[src/bcsf_pkg.sv]
// package: command codes, directions and carrier types for the command filter
package bcsf_pkg;
   localparam logic [3:0] CMD_INT_ACK = 4'h0;
   localparam logic [3:0] CMD_SPECIAL = 4'h1;
   localparam logic [3:0] CMD_IO_RD = 4'h2;
   localparam logic [3:0] CMD_IO_WR = 4'h3;
   localparam logic [3:0] CMD_RSV4 = 4'h4;
   localparam logic [3:0] CMD_RSV5 = 4'h5;
   localparam logic [3:0] CMD_MEM_RD = 4'h6;
   localparam logic [3:0] CMD_MEM_WR = 4'h7;
   localparam logic [3:0] CMD_RSV8 = 4'h8;
   localparam logic [3:0] CMD_RSV9 = 4'h9;
   localparam logic [3:0] CMD_CFG_RD = 4'ha;
   localparam logic [3:0] CMD_CFG_WR = 4'hb;
   localparam logic [3:0] CMD_MEM_RDM = 4'hc;
   localparam logic [3:0] CMD_DAC = 4'hd;
   localparam logic [3:0] CMD_MEM_RDL = 4'he;
   localparam logic [3:0] CMD_MEM_WRI = 4'hf;
   localparam int BUS_UP = 0;
   localparam int BUS_DOWN = 1;
   localparam logic FILT_RESET = 1'b0;
   // one command query on one bus
   typedef struct packed {
      logic valid;
      logic [3:0] cmd;
      logic type1;
      logic hit;
   } bcsf_query_t;
   // filter answer for one bus
   typedef struct packed {
      logic init_ok;
      logic claim_ok;
      logic medium_devsel;
   } bcsf_verdict_t;
endpackage

[src/bcsf_decode.sv]
// combinational command legality table for one bus
`timescale 1ns/1ns
module bcsf_decode #(
   parameter int BUS = 0
) (
   // query in
   input wire bcsf_pkg::bcsf_query_t q,
   // verdict out
   output logic init_ok,
   output logic claim_ok
);
   import bcsf_pkg::*;
   always_comb begin
      init_ok = 1'b0;
      claim_ok = 1'b0;
      case (q.cmd)
         CMD_IO_RD, CMD_IO_WR, CMD_MEM_RD, CMD_MEM_WR,
         CMD_MEM_RDM, CMD_DAC, CMD_MEM_RDL, CMD_MEM_WRI: begin
            init_ok = 1'b1;
            claim_ok = 1'b1;
         end
         CMD_SPECIAL: begin
            init_ok = 1'b1;
            claim_ok = 1'b0;
         end
         CMD_CFG_RD: begin
            init_ok = (BUS == BUS_DOWN);
            claim_ok = (BUS == BUS_UP);
         end
         CMD_CFG_WR: begin
            init_ok = (BUS == BUS_DOWN) || q.type1;
            claim_ok = (BUS == BUS_UP) || q.type1;
         end
         default: begin
            init_ok = 1'b0;
            claim_ok = 1'b0;
         end
      endcase
   end
endmodule // bcsf_decode

[src/bcsf_filter.sv]
// command filter for both bridge buses with registered verdicts
`timescale 1ns/1ns
// Behaviour
// - reserved codes never initiated nor claimed
// - interrupt acknowledge never issued, never claimed
// - special cycles never claimed as target
// - special cycles made only from type-1 config
// - upstream master: only type-1 config writes
// - downstream target: only type-1 config writes
// - io, memory, dual address allowed everywhere
// - upstream claims all config; downstream initiates
// - positive decode only, medium devsel timing
module bcsf_filter (
   // clock and reset
   input wire logic core_clk,
   input wire logic rst_n,
   input wire logic clk_en,
   // queries from bridge decode logic
   input wire bcsf_pkg::bcsf_query_t up_q,
   input wire bcsf_pkg::bcsf_query_t down_q,
   // verdicts
   output bcsf_pkg::bcsf_verdict_t up_v,
   output bcsf_pkg::bcsf_verdict_t down_v,
   // special cycle conversion request on the target bus
   output logic up_special_go,
   output logic down_special_go
);
   import bcsf_pkg::*;
   logic [1:0] init_w, claim_w;
   bcsf_query_t q_w [2];
   bcsf_verdict_t v_reg [2];
   bcsf_verdict_t v_next [2];
   logic [1:0] sp_reg, sp_next;
   assign q_w[0] = up_q;
   assign q_w[1] = down_q;
   genvar g;
   generate
      for (g = 0; g < 2; g++) begin : g_bus
         bcsf_decode #(.BUS(g)) u_dec (
            .q(q_w[g]),
            .init_ok(init_w[g]),
            .claim_ok(claim_w[g])
         );
      end
   endgenerate
   always_comb begin
      for (int i = 0; i < 2; i++) begin
         v_next[i].init_ok = q_w[i].valid & init_w[i];
         // claim needs a positive address hit; never subtractive
         v_next[i].claim_ok = q_w[i].valid & claim_w[i] & q_w[i].hit;
         v_next[i].medium_devsel = 1'b1;
         // any hit type-1 config write counts as a special-cycle message, converted on the far bus
         sp_next[i] = q_w[i].valid & q_w[i].hit & q_w[i].type1 &
                      (q_w[i].cmd == CMD_CFG_WR);
      end
   end
   always_ff @(posedge core_clk or negedge rst_n) begin
      if (!rst_n) begin
         for (int i = 0; i < 2; i++) begin
            v_reg[i] <= '0;
         end
         sp_reg <= {2{FILT_RESET}};
      end else if (clk_en) begin
         v_reg <= v_next;
         sp_reg <= sp_next;
      end
   end
   assign up_v = v_reg[0];
   assign down_v = v_reg[1];
   // a message seen on one bus is issued on the other
   assign down_special_go = sp_reg[0];
   assign up_special_go = sp_reg[1];
endmodule // bcsf_filter

[config.mk]
export PLATFORM = sky130hd
export DESIGN_NAME = bcsf_filter
export DESIGN_NICKNAME = d
export VERILOG_FILES = /design/src/bcsf_pkg.sv /design/src/bcsf_decode.sv /design/src/bcsf_filter.sv
export SDC_FILE = /design/constraint.sdc
export NUM_CORES = 1
export LEC_CHECK = 0
export ABC_AREA = 1
export BUFFER_PORTS_ARGS = -buffer_cell sky130_fd_sc_hd__buf_4
export CAP_MARGIN = 20
export CORE_AREA = 2 2 39 41
export CTS_BUF_LIST = sky130_fd_sc_hd__clkbuf_4
export DETAILED_ROUTE_END_ITERATION = 10
export DIE_AREA = 0 0 41 43
export GPL_ROUTABILITY_DRIVEN = 0
export PLACE_DENSITY_LB_ADDON = 0.3
export SYNTH_ARGS = -nofsm -noshare
export SYNTH_HDL_FRONTEND = slang
export SYNTH_HIERARCHICAL = 1
export SYNTH_SLANG_ARGS = --single-unit
[constraint.sdc]
create_clock -name core_clk -period 1 [get_ports core_clk]
set_input_delay 0.1 -clock core_clk [delete_from_list [all_inputs] [get_ports core_clk]]
set_output_delay 0.1 -clock core_clk [all_outputs]
set_load 0.01 [all_outputs]
Word-level counts from Yosys, hierarchy flattened
Cells that the tools add are included.
{"block": "word_totals", "regBits": 7, "input_bits": 17, "out_inout_bits": 8, "wordCells": 48}
{"block": "op_classes", "n_eq_ne": 22, "n_mux": 4, "n_bitwise": 12, "n_reduce_logical": 4}
{"op": "$eq 4x4->1 const B", "count": 12}
{"op": "$eq 4x2->1 const B", "count": 4}
{"op": "$eq 4x3->1 const B", "count": 4}
{"op": "$and 1x1->1", "count": 12}
{"op": "$reduce_or 11->1", "count": 1}
{"op": "$reduce_or 10->1", "count": 1}
{"op": "$reduce_or 9->1", "count": 1}
{"op": "$eq 4x1->1 const B", "count": 2}
{"op": "$reduce_or 8->1", "count": 1}
{"op": "$pmux 1 s2", "count": 2}
{"op": "$mux 1", "count": 2}

Longest topological paths before layout
Gate-level depths: netlist of the first run.
{"block": "depth", "depth_word": 5, "mapped_depth": 6, "mapped_depth_nobuf": 6}

By module
Netlist of the first run, hierarchy kept.
{"mod": "bcsf_filter", "n_inst": 1, "cells_each": 42, "area_each_um2": 317.8, "seq_area_each_um2": 175.2}
{"mod": "bcsf_decode (g_bus[0].u_dec)", "n_inst": 1, "cells_each": 10, "area_each_um2": 41.3, "seq_area_each_um2": 0.0}
{"mod": "bcsf_decode (g_bus[1].u_dec)", "n_inst": 1, "cells_each": 9, "area_each_um2": 36.3, "seq_area_each_um2": 0.0}

Worst setup path before layout of the first run
No wires, ideal clock.
{"block": "synth_timing", "path_kind": "reg2reg", "start": "register up_v[0] (netlist name)", "end": "register v_reg (netlist bit up_v[0])", "setup_ns": 0.127, "arrival_time_ns": 0.667, "required_time_ns": 0.873, "path_slack_ns": 0.206, "path_stages_with_launch": 2, "n_path_buf": 0, "period_less_slack_ns": 0.794, "cell_sequence": "dfrtp_1 -> or2_2"}
{"element": "to (signal assigned)", "line": "bcsf_filter.sv:64", "rtl": "v_reg <= v_next;"}
{"element": "to (decl)", "line": "bcsf_filter.sv:31", "rtl": "bcsf_verdict_t v_reg [2];"}

Final worst setup path of the first run
{"block": "layout_timing", "start": "register v_reg (netlist bit up_v[0])", "end": "output port up_v[0] (netlist bit)"}
{"element": "to (decl)", "line": "bcsf_filter.sv:22", "rtl": "output bcsf_pkg::bcsf_verdict_t up_v,"}
No word-level cell between the ends.

==> results of run 1 <==
-- cell families (layout without fill, tap and decap cells) --
family                 Yosys count  count (layout)  share of synthesized area (%)
AOI/OAI and AO/OA                5               5                          6.326
DFF                              7               7                          44.30
buffers and inverters            8              36                          8.546
and+or+nand+nor                 41              41                          40.82
-- power groups by stage --
stage,Combinational [mW],Sequential [mW],Clock [mW]
CTS,0.152,0.305,0.286
global placement,0.147,0.309,0
global route,0.169,0.306,0.310
detailed placement,0.148,0.309,0
floorplan,0.0469,0.316,0
finish,0.149,0.305,0.276
-- layout make-up --
type | count | area [µm²]
fillers | 149 | 755.7
multi-input cells | 46 | 186.4
clock buffers | 4 | 30.03
inverters | 7 | 26.28
repair buffers | 25 | 190.2
well taps | 16 | 20.02
flip-flops and latches | 7 | 175.2
-- through the flow --
stage / setup slack (ps) / hold slack, ps
after floorplan: 205.9 / -195.6
after global placement: 242.3 / -84.24
after detailed placement: 215.7 / -84.42
after CTS: 108.6 / 74.88
after global routing: 69.76 / 102.5
final: 124.2 / 81.55
-- timing repair --
item,4_1_cts,5_1_grt
hold buffers,1,0
endpoints found under the hold margin,7,0
setup buffers,0,0
endpoints found under the setup margin,0,0
gates resized for setup,0,0
-- path summary, 6_finish.rpt --
path,startpoint,to,depth (start not counted)
setup / recovery,up_v[0],up_v[0],1
hold / removal,down_q[6],down_v[2],3
setup reg to reg,up_v[0],up_v[0],1
hold reg to reg,sp_reg[1],sp_reg[1],2
max in group asynchronous,rst_n,sp_reg[0],2
min in group asynchronous,rst_n,up_v[2],2
-- layer usage --
layer  vias to the layer above  share of wire (%)  global-route usage (%)
met1                       185                 42                   13.58
li1                        237                  -                       -
met3                         4                8.2                   3.141
met4                         0                3.2                   12.00
met5                         -                  0                       0
met2                        18                 47                   17.50
-- cells in the mapped netlist --
| cell | count | area share, % |
|---|---|---|
| nand3_1 | 2 | 2.5 |
| dfrtp_1 | 7 | 44 |
| a21oi_1 | 1 | 1.3 |
| buf_4 | 1 | 1.9 |
| or2_2 | 1 | 1.6 |
| nand2_1 | 31 | 29 |
| inv_1 | 7 | 6.6 |
| nor2_1 | 6 | 5.7 |
| o21ai_0 | 3 | 3.8 |
| o21ai_1 | 1 | 1.3 |
| nand2_2 | 1 | 1.6 |
==> results.py, run 1 <==
metrics = {
    "yosys": {
        "synth_area_um2": 395.4,
        "syn_area_per_cell_um2": 6.482,
        "synth_cell_types": 11,
        "syn_inst": 61,
        "ys_ff_latch": 7,
        "syn-num-nets": 78,
        "yosys_warnings": 6,
        "ys_seq_area_share_pct": 44.30,
    },
    "placed_design": {
        "dpl_cell_area_um2": 588.1,
        "port_buffers": 24,
        "hpwl_um": 733.5,
        "place_inst": 100,
    },
    "power": {
        "power.internal_mw": 0.5576,
        "p_seq_share_pct": 41.7,
        "p_per_area_nw_per_um2": 1163,
        "p_leak_nw": 0.3677,
        "p_comb_share_pct": 20.5,
        "power.total_mw": 0.7303,
        "p_clk_share_pct": 37.8,
        "peakVddDrop_uv": 364.5,
        "p_switching_mw": 0.1728,
        "switching_share_pct": 23.66,
    },
    "clock_tree": {
        "cts_buffers": 3,
        "clock_latency_ps": 250,
        "clock_path_buffers": 2,
        "clk_pin_slew_ps": 50,
        "clock_sinks": 7,
        "cts_root_buffer": "clkbuf_4",
        "cts_tree": "yes",
        "htree_levels": 1,
    },
    "cells_and_area": {
        "final_util_pct": 45.39,
        "area_growth_pct": 58.86,
        "antenna_cells": 0,
        "final_area_um2": 628.1,
        "final_net_count": 107,
        "layout_common_cells": "31 x nand2_1, 24 x buf_4, 7 x inv_1, 7 x dfrtp_1, 6 x nor2_1",
        "drive_above_1_share_pct": 33.71,
        "fin_cells": 105,
        "mostFrequentLayoutCell": "nand2_1",
        "largest_register_ffs": 3,
    },
    "worst_setup_path": {
        "end_kind": "primary output",
        "required_ps": 900,
        "crit_type": "flop to primary output",
        "critical_path_arrival_ps": 780,
        "path_delay_family": "flip-flops",
        "critical-path-slowest-cell": "dfrtp_1",
        "start_kind": "flop",
        "regToRegSetupSlack_ps": 220,
        "path_max_fanout": 3,
        "worst-path-buf-inv": 1,
        "path_cells": "buf_4",
        "slowest_delay_ps": 380,
    },
    "floorplanning": {
        "die-width_um": 41,
        "row_count": 14,
        "io_pins": 25,
        "core_area_um2": 1384,
        "die_area_um2": 1763,
        "die_h_um": 43,
        "start_util_pct": 28.57,
    },
    "sta": {
        "slew_headroom_pct": 89.64,
        "final-hold-violation-count": 0,
        "post-route-min-period_ps": 875.8,
        "skew_ps": 0,
        "finalSetupTns_ps": 0,
        "worst_slew_pin_slew_ps": 155.2,
        "drv_slew": 0,
        "grt_setup_unrepaired": "no",
        "period_share_pct": 87.58,
        "fmax_ghz": 1.142,
        "setup_violations": 0,
    },
    "route": {
        "drcViolationCount": 0,
        "wl_per_cell_um": 8.152,
        "postRouteAntennaNets": 0,
        "routed_via_density": 4.229,
        "drt_wl_total_um": 856,
        "vias": 444,
        "drt_iter0_drc": 5,
        "drt_pre_antenna_iters": 3,
    },
    "grt": {
        "track_usage_pct": 12.26,
        "grt_pass1_vias": 397,
        "grt_max_degree": 8,
        "antenna_found_initial": 0,
        "globalRouteOverflowTotal": 0,
        "grt_pass1_wl_mm": 1.414,
    },
    "hold_path": {
        "hold_class": "input pin to flop",
    },
    "status": {
        "run_status": "finished, final reports clean",
    },
    "flow_run": {
        "max-cap-violations": 0,
    },
}
Power figures use the tool's default switching activity.
==> run 2, diff against run 1 <==
Settings changed: CORE_AREA 2 2 39 41 to 5 5 42 44, DIE_AREA 0 0 41 43 to 0 0 47 49.
==> run 2 against run 1 <==
Net effect: critical path depth unchanged; die area increased by 31%; routed wire length up 15%; first-iteration DRC count down 60%; clock power grew 3%; worst setup slack worse by 6.4 ps; global-route usage is 3.0 points lower; largest cell class unchanged; largest power group unchanged.
==> results.py, run 2 (synthesis gave the netlist of run 1 again) <==
metrics = {
    "floorplanning": {
        "die_area_um2": 2303,
        "die_h_um": 49,
        "row_count": 14,
        "core_area_um2": 1401,
        "io_pins": 25,
        "start_util_pct": 28.21,
        "die-width_um": 47,
    },
    "clock_tree": {
        "cts_buffers": 3,
        "clock_sinks": 7,
        "clock_latency_ps": 240,
        "htree_levels": 1,
        "cts_tree": "yes",
        "cts.repair.resized": 0,
        "clock_path_buffers": 2,
        "cts_root_buffer": "clkbuf_4",
        "clk_pin_slew_ps": 60,
    },
    "cells_and_area": {
        "largest_register_ffs": 3,
        "area_growth_pct": 58.86,
        "antenna_cells": 0,
        "drive_above_1_share_pct": 33.71,
        "layout_common_cells": "31 x nand2_1, 24 x buf_4, 7 x inv_1, 7 x dfrtp_1, 6 x nor2_1",
        "final_util_pct": 44.82,
        "final_net_count": 107,
        "mostFrequentLayoutCell": "nand2_1",
    },
    "grt": {
        "grt_max_degree": 8,
        "grt_pass1_wl_mm": 1.531,
        "globalRouteOverflowTotal": 0,
        "track_usage_pct": 9.278,
        "antenna_found_initial": 0,
        "grt_pass1_vias": 383,
    },
    "power": {
        "p_switching_mw": 0.1815,
        "peakVddDrop_uv": 530.0,
        "power.total_mw": 0.7392,
        "p_per_area_nw_per_um2": 1177,
        "power.internal_mw": 0.5577,
        "p_clk_share_pct": 38.3,
        "p_comb_share_pct": 20.4,
        "switching_share_pct": 24.56,
        "p_seq_share_pct": 41.3,
        "p_leak_nw": 0.3677,
    },
    "hold_path": {
        "hp-start": "down_q[6]",
        "holdPathEnd": "down_v[2]",
        "worstHoldPathCells": 3,
        "hold_class": "input pin to flop",
    },
    "sta": {
        "drv_slew": 0,
        "worst_slew_pin_slew_ps": 159.7,
        "whs_ps": 80.84,
        "grt_setup_unrepaired": "no",
        "post-route-min-period_ps": 882.2,
        "layout_setup_ws_ps": 117.8,
        "setup_violations": 0,
        "final-hold-violation-count": 0,
        "period_share_pct": 88.22,
        "finalSetupTns_ps": 0,
        "fmax_ghz": 1.134,
        "slew_headroom_pct": 89.34,
        "skew_ps": 0,
    },
    "placed_design": {
        "hpwl_um": 835.5,
        "port_buffers": 24,
        "dp_slack_ps": 231.8,
    },
    "worst_setup_path": {
        "critical_path_arrival_ps": 780,
        "worst-path-buf-inv": 1,
        "rr_endpoint": "up_v[0]",
        "path_delay_family": "flip-flops",
        "path_cells": "buf_4",
        "end_kind": "primary output",
        "path_max_fanout": 2,
        "critical-path-slowest-cell": "dfrtp_1",
        "required_ps": 900,
        "crit_type": "flop to primary output",
        "regToRegSetupSlack_ps": 230,
        "slowest_delay_ps": 390,
        "r2r-start": "up_v[0]",
        "start_kind": "flop",
        "r2r_cells": 1,
    },
    "flow_run": {
        "max-cap-violations": 0,
    },
    "route": {
        "drcViolationCount": 0,
        "drt_wl_total_um": 982,
        "routed_via_density": 4.305,
        "vias": 452,
        "drt_pre_antenna_iters": 3,
        "drt_iter0_drc": 2,
        "wl_per_cell_um": 9.352,
        "postRouteAntennaNets": 0,
    },
    "status": {
        "run_status": "finished, final reports clean",
    },
}
==> run 2: cell counts in the layout (fill, tap and decap cells not counted) <==
Identical to the previous run, type by type.
==> run 2: power by group through the flow <==
stage | logic (mW) | clock network [mW] | registers [mW]
final | 0.151 | 0.283 | 0.305
after global routing | 0.170 | 0.310 | 0.307
after floorplan | 0.0469 | 0 | 0.316
after CTS | 0.153 | 0.295 | 0.305
after detailed placement | 0.150 | 0 | 0.310
after global placement | 0.148 | 0 | 0.309
==> run 2: how the worst max path moves through the flow <==
stage	slack [ps]	startpoint	to	depth (start not counted)
2_1_floorplan	210	up_v[0]	up_v[0]	1
5_1_grt	80	up_v[0]	down_v[0]	1
6_report	120	down_v[2]	down_v[2]	1
3_5_place_dp	230	up_v[0]	up_v[0]	1
3_3_place_gp	240	up_v[0]	up_v[0]	1
4_1_cts	100	down_v[2]	down_v[2]	1
==> run 2: timing repair <==
action | in CTS | in global routing
hold buffers | 1 | 0
setup buffers | 0 | 0
endpoints found under the hold margin | 7 | 0
endpoints found under the setup margin | 0 | 0
==> run 2: through the flow <==
step                cells  cell area [µm²]
detailed placement    100            588.1
global placement      100            588.1
floorplan              61            395.4
CTS                   105            628.1
finish                105            628.1
global route          105            628.1
==> run 2: final cells by class <==
| class | count | area, µm² |
|---|---|---|
| Clock buffer | 4 | 30.03 |
| Fill cell | 157 | 773.2 |
| Inverter | 7 | 26.28 |
| Multi-Input combinational cell | 46 | 186.4 |
| Sequential cell | 7 | 175.2 |
| Tap cell | 16 | 20.02 |
| Timing Repair Buffer | 25 | 190.2 |
==> run 2: routing by layer <==
metal  routed length (µm)  global-route usage [%]  vias to the layer above  part of all wire, %
met5                    0                       0                        -                    0
met4                   20                   6.912                        0                  2.0
met3                   92                   1.845                        2                  9.4
met2                  482                   14.71                       15                   49
met1                  387                   10.29                      197                   39
li1                     -                       -                      238                    -
